File: src/nv_resistor_map.vh
// Purpose: Offsets, field positions, reset values and timing for the
//          nonvolatile resistor setting registers.
// Assumes: Clock of 40 MHz.
// Notes:   Times are kept in their own unit; cycle counts derive from them.
`ifndef NV_RESISTOR_MAP_VH
`define NV_RESISTOR_MAP_VH
`define RESISTOR0_POSITION_ADDR  8'hf8
`define RESISTOR1_POSITION_ADDR  8'hf9
`define RESISTOR2_POSITION_ADDR  8'hfa
`define POSITION_RESET           8'h7f
`define POSITION_MAX             8'h7f
`define WIPER_RESET              7'h7f
`define HIZ_BIT                  7
`define DEV_PATTERN3             4'ha
`define DEV_PATTERN1             6'h28
`define CLOCK_KHZ                40000
`define NV_WRITE_US              10000
`define STARTUP_US               2000
`define NV_WRITE_CYCLES          ((`NV_WRITE_US * `CLOCK_KHZ) / 1000)
`define STARTUP_CYCLES           ((`STARTUP_US * `CLOCK_KHZ) / 1000)
`endif

File: src/nv_setting_store.v
// Purpose: Nonvolatile store for the three resistor settings, with the
//          startup load delay and the timed internal write.
// Assumes: One write request at a time; requests while busy are dropped.
// Notes:   Flip-flops stand in for the EEPROM cells.
`default_nettype none
`include "nv_resistor_map.vh"
module nv_setting_store #(
  parameter NV_WRITE_CYCLES = `NV_WRITE_CYCLES,
  parameter STARTUP_CYCLES  = `STARTUP_CYCLES
) (
  input  wire        clock,     // System clock.
  input  wire        rstn,      // Synchronous reset, active low.
  input  wire        wr_req,    // One-cycle write request.
  input  wire [1:0]  wr_idx,    // Resistor index to write.
  input  wire [7:0]  wr_data,   // Byte to store.
  output reg         busy_r,    // Startup load or write in progress.
  output wire [23:0] cells      // Stored bytes, resistor 2 in the top byte.
);
  reg [7:0]  mem_r [0:2];
  reg [1:0]  idx_r;
  reg [7:0]  data_r;
  reg        writing_r;
  reg [31:0] count_r;
  integer    i;

  assign cells = {mem_r[2], mem_r[1], mem_r[0]};

  always @(posedge clock) begin
    if (!rstn) begin
      for (i = 0; i < 3; i = i + 1) begin
        mem_r[i] <= `POSITION_RESET;                       // [RULE2]
      end
      busy_r    <= 1'b1;                                   // [RULE14]
      writing_r <= 1'b0;
      idx_r     <= 2'h0;
      data_r    <= 8'h00;
      count_r   <= STARTUP_CYCLES;
    end else if (busy_r) begin
      if (count_r <= 32'h1) begin
        busy_r    <= 1'b0;
        writing_r <= 1'b0;
        if (writing_r) begin
          mem_r[idx_r] <= data_r;                          // [RULE2]
        end
      end else begin
        count_r <= count_r - 32'h1;
      end
    end else if (wr_req && wr_idx < 2'h3) begin
      busy_r    <= 1'b1;
      writing_r <= 1'b1;
      idx_r     <= wr_idx;
      data_r    <= wr_data;
      count_r   <= NV_WRITE_CYCLES;
    end
  end
endmodule // nv_setting_store
`default_nettype wire

File: src/nv_resistor_setting_regs.v
// Purpose: Two-wire bus slave holding three nonvolatile resistor settings.
// Assumes: Bus lines sampled by the 40 MHz clock; bus up to 400 kHz.
// Notes:   Settings reach the outputs once the internal write finishes.
//
// Overview of operation
// RULE1: Three byte registers at F8h, F9h, FAh select resistors 0, 1, 2.
// RULE2: Settings reset to 7Fh and are kept in nonvolatile storage.
// RULE3: Codes 00h to 7Fh give 128 positions, minimum to maximum.
// RULE4: A value above 7Fh sets the top bit, making the resistor high-Z.
// RULE5: Master writes 00h for low and 80h for high-Z switch use.
// RULE6: The nonvolatile write starts only after the closing stop.
// RULE7: Address select bits are compared with hard-wired select pins.
// RULE8: Bus clock up to 100 kHz standard or 400 kHz fast.
// RULE9: Clock is input only; data is pulled low, never driven high.
// RULE10: Address is 1010 plus three select bits, or 101000 plus one.
// RULE11: Write is address, register byte, data byte, each acked, then stop.
// RULE12: Read sets pointer, repeated start, one byte, no-ack, stop.
// RULE13: No address acknowledge while the internal write runs.
// RULE14: Settings load before bus answers; reads return the full byte.
`default_nettype none
`include "nv_resistor_map.vh"
module nv_resistor_setting_regs #(
  parameter SELECT_PINS     = 3,
  parameter NV_WRITE_CYCLES = `NV_WRITE_CYCLES,
  parameter STARTUP_CYCLES  = `STARTUP_CYCLES
) (
  input  wire       clock,                       // System clock, 40 MHz.
  input  wire       rstn,                        // Sync reset, active low.
  input  wire       scl_in,                      // Bus clock pin.
  input  wire       sda_in,                      // Bus data pin level.
  output reg        sda_out,                     // Data drive value, 0.
  output reg        sda_oe,                      // High pulls data low.
  input  wire       address_select_bit0,         // Select pin 0.
  input  wire       address_select_bit1,         // Select pin 1.
  input  wire       address_select_bit2,         // Select pin 2.
  output reg  [6:0] resistor0_wiper,             // Resistor 0 position.
  output reg  [6:0] resistor1_wiper,             // Resistor 1 position.
  output reg  [6:0] resistor2_wiper,             // Resistor 2 position.
  output reg  [2:0] high_impedance_control_bit,  // High-Z per resistor.
  output reg        nv_busy                      // Load or write running.
);
  localparam ST_IDLE = 3'h0;
  localparam ST_DEV  = 3'h1;
  localparam ST_ACK  = 3'h2;
  localparam ST_REG  = 3'h3;
  localparam ST_DAT  = 3'h4;
  localparam ST_RD   = 3'h5;
  localparam ST_MACK = 3'h6;
  localparam ST_WAIT = 3'h7;

  // ********************************************************************
  // Pin synchronisers and bus conditions.
  // ********************************************************************
  reg  [1:0] scl_sync_r;
  reg  [1:0] sda_sync_r;
  reg  [2:0] sel_sync0_r;
  reg  [2:0] sel_sync1_r;
  reg        scl_d_r;
  reg        sda_d_r;

  always @(posedge clock) begin
    if (!rstn) begin
      scl_sync_r  <= 2'h3;
      sda_sync_r  <= 2'h3;
      scl_d_r     <= 1'b1;
      sda_d_r     <= 1'b1;
      sel_sync0_r <= 3'h0;
      sel_sync1_r <= 3'h0;
    end else begin
      scl_sync_r  <= {scl_sync_r[0], scl_in};              // [RULE9]
      sda_sync_r  <= {sda_sync_r[0], sda_in};              // [RULE8]
      scl_d_r     <= scl_sync_r[1];
      sda_d_r     <= sda_sync_r[1];
      sel_sync0_r <= {address_select_bit2, address_select_bit1,
                      address_select_bit0};
      sel_sync1_r <= sel_sync0_r;
    end
  end

  wire scl_s    = scl_sync_r[1];
  wire sda_s    = sda_sync_r[1];
  wire scl_rise = scl_s && !scl_d_r;
  wire scl_fall = !scl_s && scl_d_r;
  wire start_c  = scl_s && scl_d_r && sda_d_r && !sda_s;
  wire stop_c   = scl_s && scl_d_r && !sda_d_r && sda_s;

  // ********************************************************************
  // Address match and register decode.
  // ********************************************************************
  function dev_match;
    input [6:0] dev;
    input [2:0] sel;
    begin
      if (SELECT_PINS == 1) begin
        dev_match = (dev == {`DEV_PATTERN1, sel[0]});      // [RULE10]
      end else begin
        dev_match = (dev == {`DEV_PATTERN3, sel});         // [RULE7]
      end
    end
  endfunction

  function [1:0] reg_index;
    input [7:0] addr;
    begin
      case (addr)                                          // [RULE1]
        `RESISTOR0_POSITION_ADDR: reg_index = 2'h0;
        `RESISTOR1_POSITION_ADDR: reg_index = 2'h1;
        `RESISTOR2_POSITION_ADDR: reg_index = 2'h2;
        default:                  reg_index = 2'h3;
      endcase
    end
  endfunction

  // ********************************************************************
  // Nonvolatile store.
  // ********************************************************************
  wire        store_busy;
  wire [23:0] cells;
  reg         wr_req_r;
  reg  [1:0]  wr_idx_r;
  reg  [7:0]  wr_data_r;

  nv_setting_store #(
    .NV_WRITE_CYCLES (NV_WRITE_CYCLES),
    .STARTUP_CYCLES  (STARTUP_CYCLES)
  ) u_store (
    .clock   (clock),
    .rstn    (rstn),
    .wr_req  (wr_req_r),
    .wr_idx  (wr_idx_r),
    .wr_data (wr_data_r),
    .busy_r  (store_busy),
    .cells   (cells)
  );

  // Outputs follow the stored bytes whenever the store is idle.
  always @(posedge clock) begin
    if (!rstn) begin
      resistor0_wiper            <= `WIPER_RESET;
      resistor1_wiper            <= `WIPER_RESET;
      resistor2_wiper            <= `WIPER_RESET;
      high_impedance_control_bit <= 3'h0;
      nv_busy                    <= 1'b1;
    end else begin
      nv_busy <= store_busy;
      if (!store_busy) begin
        resistor0_wiper <= cells[6:0];                     // [RULE3]
        resistor1_wiper <= cells[14:8];
        resistor2_wiper <= cells[22:16];
        high_impedance_control_bit <= {cells[16 + `HIZ_BIT],
                                       cells[8 + `HIZ_BIT],
                                       cells[`HIZ_BIT]};   // [RULE4]
      end
    end
  end

  // ********************************************************************
  // Bus slave state machine.
  // ********************************************************************
  reg [2:0] state_r;
  reg [2:0] next_r;
  reg [3:0] cnt_r;
  reg [7:0] shift_r;
  reg [7:0] ptr_r;
  reg [7:0] out_r;
  reg       pend_r;
  reg [7:0] rd_byte;

  always @* begin
    case (reg_index(ptr_r))
      2'h0:    rd_byte = cells[7:0];                       // [RULE14]
      2'h1:    rd_byte = cells[15:8];
      2'h2:    rd_byte = cells[23:16];
      default: rd_byte = 8'h00;
    endcase
  end

  always @(posedge clock) begin
    if (!rstn) begin
      state_r   <= ST_IDLE;
      next_r    <= ST_IDLE;
      cnt_r     <= 4'h0;
      shift_r   <= 8'h00;
      ptr_r     <= 8'h00;
      out_r     <= 8'h00;
      pend_r    <= 1'b0;
      wr_req_r  <= 1'b0;
      wr_idx_r  <= 2'h0;
      wr_data_r <= 8'h00;
      sda_out   <= 1'b0;                                   // [RULE9]
      sda_oe    <= 1'b0;
    end else begin
      wr_req_r <= 1'b0;
      if (stop_c) begin
        state_r <= ST_IDLE;
        sda_oe  <= 1'b0;
        pend_r  <= 1'b0;
        wr_req_r <= pend_r;                                // [RULE6]
      end else if (start_c) begin
        state_r <= ST_DEV;
        cnt_r   <= 4'h0;
        sda_oe  <= 1'b0;
        pend_r  <= 1'b0;
      end else if (scl_rise) begin
        case (state_r)
          ST_DEV, ST_REG, ST_DAT: begin
            shift_r <= {shift_r[6:0], sda_s};
            cnt_r   <= cnt_r + 4'h1;
          end
          ST_RD: begin
            cnt_r <= cnt_r + 4'h1;
          end
          ST_MACK: begin
            state_r <= ST_WAIT;                            // [RULE12]
          end
          default: begin
            cnt_r <= cnt_r;
          end
        endcase
      end else if (scl_fall) begin
        case (state_r)
          ST_DEV: begin
            if (cnt_r == 4'h8) begin
              if (dev_match(shift_r[7:1], sel_sync1_r) && !store_busy) begin
                sda_oe  <= 1'b1;                           // [RULE13]
                state_r <= ST_ACK;
                next_r  <= shift_r[0] ? ST_RD : ST_REG;
              end else begin
                state_r <= ST_WAIT;
              end
            end
          end
          ST_REG: begin
            if (cnt_r == 4'h8) begin
              ptr_r   <= shift_r;
              sda_oe  <= 1'b1;
              state_r <= ST_ACK;
              next_r  <= ST_DAT;
            end
          end
          ST_DAT: begin
            if (cnt_r == 4'h8) begin
              if (reg_index(ptr_r) != 2'h3) begin
                pend_r    <= 1'b1;
                wr_idx_r  <= reg_index(ptr_r);
                wr_data_r <= shift_r;                      // [RULE4]
                sda_oe    <= 1'b1;
                state_r   <= ST_ACK;
                next_r    <= ST_WAIT;
              end else begin
                state_r <= ST_WAIT;
              end
            end
          end
          ST_ACK: begin
            cnt_r   <= 4'h0;
            state_r <= next_r;
            if (next_r == ST_RD) begin
              sda_oe <= ~rd_byte[7];
              out_r  <= {rd_byte[6:0], 1'b0};
            end else begin
              sda_oe <= 1'b0;
            end
          end
          ST_RD: begin
            if (cnt_r == 4'h8) begin
              sda_oe  <= 1'b0;
              state_r <= ST_MACK;
            end else begin
              sda_oe <= ~out_r[7];                         // [RULE9]
              out_r  <= {out_r[6:0], 1'b0};
            end
          end
          default: begin
            sda_oe <= 1'b0;
          end
        endcase
      end
    end
  end
endmodule // nv_resistor_setting_regs
`default_nettype wire

File: config.mk
export PLATFORM = sky130hd
export DESIGN_NAME = nv_resistor_setting_regs
export DESIGN_NICKNAME = d
export VERILOG_FILES = /design/src/nv_setting_store.v /design/src/nv_resistor_setting_regs.v
export VERILOG_INCLUDE_DIRS = /design/src /design/src/src
export SDC_FILE = /design/constraint.sdc
export NUM_CORES = 1
export LEC_CHECK = 0
export BUFFER_PORTS_ARGS = -buffer_cell sky130_fd_sc_hd__buf_4
export CAP_MARGIN = 20
export CORE_MARGIN = 1.5
export CORE_UTILIZATION = 40
export DETAILED_ROUTE_END_ITERATION = 10
export RECOVER_POWER = 50
export SLEW_MARGIN = 20
export SYNTH_ARGS = -nofsm -noshare
export SYNTH_HDL_FRONTEND = slang
export SYNTH_SLANG_ARGS = --single-unit
export TNS_END_PERCENT = 5
File: constraint.sdc
create_clock -name clock -period 3.39 [get_ports clock]
set_clock_uncertainty 0.05 [all_clocks]
set_input_delay 0.1695 -clock clock [delete_from_list [all_inputs] [get_ports clock]]
set_output_delay 0.1695 -clock clock [all_outputs]
set_load 0.02 [all_outputs]
==> impl_metrics.toml, run 1 <==
[power]
clkPwrFrac = 0.478
p_sw_frac = 0.224
p_sw_w = 0.000908
powerDensity_nw_per_um2 = 541
pwr-share-seq = 0.475
p_leak_nw = 2.83
comb_power_share = 0.047
power.total_w = 0.00404
p_int_w = 0.00314
vdd_drop_max_mv = 0.374

[worst_setup_path]
worst_ep_required_time_ns = 3.65
regToRegEndpoint = "u_store.count_r[17]$_SDFFE_PN0P_"
r2r_slack_ns = 0.36
crit_top_cell = "or4_4"
path_class = "reg2reg"
reg2reg_from = "u_store.count_r[24]$_SDFFE_PN0P_"
cp_cell_sequence = "or4_4, or4_4, o31ai_4, clkbuf_1, nor3_1, or3_1, and3_1"
cp-start-kind = "register"
r2r_cells = 7
critPathMaxFanout = 15
cp.arrival_ns = 3.30
worstSetupEndpointType = "register"
critical-path-slowest-cell = "or4_4"
cpPeakStageDelay_ns = 0.57

[global_routing]
grt_pass1_wl_mm = 23.0
grt_antenna_before_repair = 0
grt_max_degree = 31
grt_util_all_layers = 0.174
grt.overflow.total = 0
grt_pass1_vias = 4656

[detailed_routing]
drt_wl_total_mm = 13.7
via_count = 4827
routedWlPerCell_microns = 14.8
ant_nets = 0
viasPerCell = 5.22
drc = 0
drtIter0Drc = 278
drt_pass1_iterations = 4

[placement]
io_buffers = 32
post-dp-hpwl_mm = 9.50
place_congestion = 0.822
place_area_sq_um = 6930

[hold_path]
hold_path_end = "resistor1_wiper[6]$_SDFFE_PN1N_"
holdCritStartpoint = "rstn"
hp-class = "in2reg"
hold_depth = 2

[logic_synthesis]
synthSimpleGateAreaFrac = 0.230
synth_top_family_by_area = "simple AND/OR/NAND/NOR gates"
synthAdderAreaFrac = 0.0154
yosysMostFrequentCell = "dfxtp_1"
synth_area_sq_um = 6510
avgSynthCellArea_sq_um = 9.75
synthMuxAreaShare = 0.0908
synthArstFlopShare = 0
ys_warn_count = 0
synthTopCellsByCount = "127 x dfxtp_1, 83 x nor2_1, 66 x nand2_1"
synth.top_cell.area_share = 0.391
synth_ff_type = "dfxtp_1"
syn-num-nets = 682
synth_area_leaders = "dfxtp_1 39%, edfxtp_1 11%, mux2i_1 7.7%"
synth-compound-area-share = 0.0985
synthDistinctLibCells = 66
synth_top_cell_by_area = "dfxtp_1"
synthCells = 667
ys_ff_latch = 151
yosysSeqAreaShare = 0.502
synth_edf_count = 24
synthXorXnorAreaFrac = 0.0337

[clocking]
cts_max_path_buffers = 2
cts-buffers-inserted = 17
cts_setup_buffers = 0
holdBufCountCts = 5
cts_resized = 0
cts_htree_levels = 4
ctsRootBufferMaster = "clkbuf_16"
clkSlewWorstSetupHoldPaths_ns = 0.06
clock_latency_ns = 0.42
cts.sinks = 151
cts_tree = "done"

[floorplan]
fp.dieH_microns = 131
die_w_microns = 131
num_io_pins = 34
core_area_sq_um = 15900
initial_core_util = 0.410
num_rows = 46
die_area_sq_um = 17000

[layout]
num-fill-cells = 1533
final_core_util = 0.471
finalNetCount = 710
layout-drive-gt1-share = 0.0960
syn_to_final_growth_pct = 15.0
stdcell_area_sq_um = 7480
diodes = 0

[sta]
finalSetupViolCount = 0
relSlewSlack = 0.471
finalHoldViolCount = 0
whs_ns = 0.0515
tightest_slew_ns = 0.791
drv_slew = 0
grt_setup_unrepaired = "no"
tns_ns = 0
finalCritPeriodShare = 0.895
period_minus_slack_ns = 3.03
fmaxAchievable_mhz = 330

[flow_run]
maxCapViolations = 0

[status]
status = "completed"
final cells by class:
class / count / area, sq um / share of cell area
clock buffer: 19 / 443 / 0.0592
multi-input combinational: 468 / 3050 / 0.408
sequential: 151 / 3260 / 0.436
inverter: 12 / 45.0 / 0.00602
tap: 216 / 270 / 0.0361
timing repair buffer: 45 / 245 / 0.0328
clock inverter: 13 / 166 / 0.0222
cell usage in the layout, fill, tap and decap left out, drive strengths merged, types with 6 or more instances in the layout:
cell type,Yosys,routed
inv,12,16
and2,13,13
mux2,8,8
buf,10,8
nor3,11,11
nand3,7,7
nor2,83,83
and3,6,6
ha,8,8
edfxtp,24,24
mux2i,50,50
xnor2,21,21
nand2b,33,33
nand2,66,66
clkbuf,26,51
a21oi,39,39
or4,6,6
o211ai,6,6
nor4,12,12
o21ai,13,13
dfxtp,127,127
or3,11,11
a32oi,8,8
state kept, by name (all words and copies together) (netlist names), 3 cells and up:
| signal | count |
|---|---|
| out_r | 7 |
| shift_r | 8 |
| u_store.data_r | 8 |
| u_store.mem_r | 24 |
| cnt_r | 4 |
| resistor2_wiper | 7 |
| high_impedance_control_bit | 3 |
| wr_data_r | 8 |
| next_r | 3 |
| sel_sync0_r | 3 |
| state_r | 3 |
| u_store.count_r | 32 |
| sel_sync1_r | 3 |
| resistor1_wiper | 7 |
| ptr_r | 8 |
| resistor0_wiper | 7 |
power groups by stage:
stage	Combinational [W]	Clock [W]	Sequential (W)
detailed placement	0.000188	0	0.00196
floorplan	0.000149	0	0.00194
global placement	0.000183	0	0.00196
global route	0.000213	0.00207	0.00193
finish	0.000191	0.00193	0.00192
CTS	0.000194	0.00198	0.00192
worst max-delay path by stage:
stage	startpoint	endpoint	slack, ns	cells after the start
finish	u_store.count_r[24]$_SDFFE_PN0P_	u_store.count_r[17]$_SDFFE_PN0P_	0.36	7
global route	u_store.count_r[24]$_SDFFE_PN0P_	u_store.mem_r[1][6]$_SDFFCE_PN1P_	0.17	6
CTS	u_store.count_r[24]$_SDFFE_PN0P_	u_store.mem_r[1][6]$_SDFFCE_PN1P_	0.37	6
detailed placement	u_store.count_r[24]$_SDFFE_PN0P_	u_store.mem_r[1][0]$_SDFFCE_PN1P_	0.38	6
global placement	u_store.count_r[24]$_SDFFE_PN0P_	u_store.mem_r[1][0]$_SDFFCE_PN1P_	0.43	6
floorplan	u_store.count_r[24]$_SDFFE_PN0P_	u_store.mem_r[1][0]$_SDFFCE_PN1P_	0.54	6
cells by family (layout without fill, tap and decap cells):
kind of cell | after synthesis | count (layout)
AND/OR/NAND/NOR | 280 | 280
flip-flops | 151 | 151
AO/OA/AOI/OAI | 96 | 96
multiplexers | 58 | 58
buffers and inverters | 48 | 89
XOR/XNOR | 25 | 25
adder cells (fa/ha/maj) | 8 | 8
other | 1 | 1
layer usage:
layer,vias up,wire length (microns),GRT usage,share of wire
met5,-,0,0,0
met4,0,128,0.0588,0.0094
met3,11,442,0.0456,0.032
met2,94,6600,0.288,0.48
met1,2327,6510,0.221,0.48
li1,2395,-,-,-
metrics by stage:
step | setup slack [ns] | std cells
floorplan | 0.544 | 667
global placement | 0.429 | 887
detailed placement | 0.379 | 887
CTS | 0.371 | 924
global route | 0.172 | 924
finish | 0.356 | 924
critical path, delay by kind of cell, from the launching register on:
kind,cells,cell delay [ns]
AND/OR/NAND/NOR,5,1.82
flip-flops,1,0.34
buffers and inverters,1,0.50
AO/OA/AOI/OAI,1,0.22
Note: power is estimated with default switching activity, not from simulation.
==> inputs of run 2 (changes only) <==
- PLACE_DENSITY_LB_ADDON: unset -> 0.25
==> impl_metrics.toml, run 2 (same netlist as run 1, synthesis figures left out) <==
[status]
status = "finished with violations"
violations = "capacitance limit, slew limit"

[worst_setup_path]
reg2reg_from = "u_store.count_r[24]$_SDFFE_PN0P_"
critPathMaxFanout = 9
endpoint = "u_store.mem_r[2][0]$_SDFFCE_PN1P_"
r2r_slack_ns = 0.31
r2r_cells = 6
worst_ep_required_time_ns = 3.41
cp-start-kind = "register"
regToRegEndpoint = "u_store.mem_r[2][0]$_SDFFCE_PN1P_"
worstSetupEndpointType = "register"
path_class = "reg2reg"
crit_start = "u_store.count_r[24]$_SDFFE_PN0P_"
cp.arrival_ns = 3.10

[sta]
relSlewSlack = -0.112
grt_setup_unrepaired = "no"
finalHoldViolCount = 0
finalCritPeriodShare = 0.907
drv_slew = 34
period_minus_slack_ns = 3.08
tightest_slew_ns = 1.67
finalSetupViolCount = 0
fmaxAchievable_mhz = 325
tns_ns = 0

[detailed_routing]
drt_pass1_iterations = 4
drt_wl_total_mm = 13.4
drc = 0
viasPerCell = 5.12
via_count = 4720
drtIter0Drc = 268
routedWlPerCell_microns = 14.6
ant_nets = 0

[power]
p_leak_nw = 2.80
powerDensity_nw_per_um2 = 527
vdd_drop_max_mv = 0.366

[placement]
io_buffers = 32
placed_cells = 884
post-dp-hpwl_mm = 9.22
place_congestion = 0.846

[layout]
final_common_cell = "dfxtp_1"
layout.cells.non_filler = 921
syn_to_final_growth_pct = 14.0
largest_register_ffs = 32
reg.largest.list = "u_store.count_r x32, u_store.mem_r x24"
layout-drive-gt1-share = 0.0950
top_register = "u_store.count_r"
final_core_util = 0.467
diodes = 0
finalNetCount = 707
final_cell_mix = "127 x dfxtp_1, 83 x nor2_1, 66 x nand2_1, 50 x mux2i_1, 39 x a21oi_1"

[floorplan]
num_io_pins = 34
fp.dieH_microns = 131
num_rows = 46
die_area_sq_um = 17000
core_area_sq_um = 15900
initial_core_util = 0.410
die_w_microns = 131

[clocking]
cts_setup_buffers = 0
cts-buffers-inserted = 17
clock_latency_ns = 0.42
cts_max_path_buffers = 2
cts_resized = 0
cts.sinks = 151
cts_tree = "done"
cts_htree_levels = 4
ctsRootBufferMaster = "clkbuf_16"
holdBufCountCts = 5
clkSlewWorstSetupHoldPaths_ns = 0.07

[global_routing]
grt.overflow.total = 0
grt_antenna_before_repair = 0
grt_util_all_layers = 0.165
grt_pass1_vias = 4545
grt_pass1_wl_mm = 22.0
grt_max_degree = 47

[flow_run]
maxCapViolations = 1

[hold_path]
hp-class = "reg2reg"
## run 2: worst min-delay path by stage
stage / start / to / cells after the start / slack (ns)
after detailed placement: scl_in / scl_sync_r[0]$_SDFF_PN1_ / 2 / 0.31
after global placement: scl_in / scl_sync_r[0]$_SDFF_PN1_ / 2 / 0.30
after CTS: rstn / resistor0_wiper[2]$_SDFFE_PN1N_ / 2 / 0.06
final: scl_sync_r[0]$_SDFF_PN1_ / scl_sync_r[1]$_SDFF_PN1_ / 1 / 0.35
after floorplan: scl_in / scl_sync_r[0]$_SDFF_PN1_ / 1 / 0.22
after global routing: scl_sync_r[0]$_SDFF_PN1_ / scl_sync_r[1]$_SDFF_PN1_ / 1 / 0.37
## run 2: worst max-delay path, stage by stage (launching register included)
cell and delay (ns):
dfxtp_1 0.35, or4_4 0.57, or4_4 0.57, nor3_2 0.23, nand4_4 0.19, nor3b_4 0.42
nand2b_1 0.37
## run 2: metal layers
metal / track usage / routed length [microns] / vias to the layer above
li1: - / - / 2402
met1: 0.208 / 6550 / 2246
met2: 0.281 / 6410 / 66
met3: 0.0415 / 346 / 6
met4: 0.0485 / 117 / 0
met5: 0 / 0 / -
## run 2: layout make-up
class	instances	area [sq um]
multi-input cells	468	3050
repair buffers	42	223
fillers	1547	8470
flip-flops and latches	151	3260
clock buffers	18	439
clock inverters	14	130
inverters	12	45.0
well taps	216	270
## run 2: metrics by stage
stage                     hold slack (ns)  worst slack, ns  cell area [sq um]  total power, W
final                               0.353            0.314               7420         0.00391
after CTS                          0.0635            0.342               7530         0.00396
after global routing                0.366            0.136               7420         0.00406
after floorplan                     0.221            0.544               6510         0.00209
after detailed placement            0.306            0.360               6910         0.00214
after global placement              0.302            0.433               6910         0.00214
## run 2: where the power goes
part / internal, W / switching [W] / leakage, nW
clock: 0.000992 / 0.000815 / 0.277
combinational: 0.0000825 / 0.000104 / 1.25
sequential: 0.00187 / 0.0000509 / 1.27
total: 0.00294 / 0.000970 / 2.80
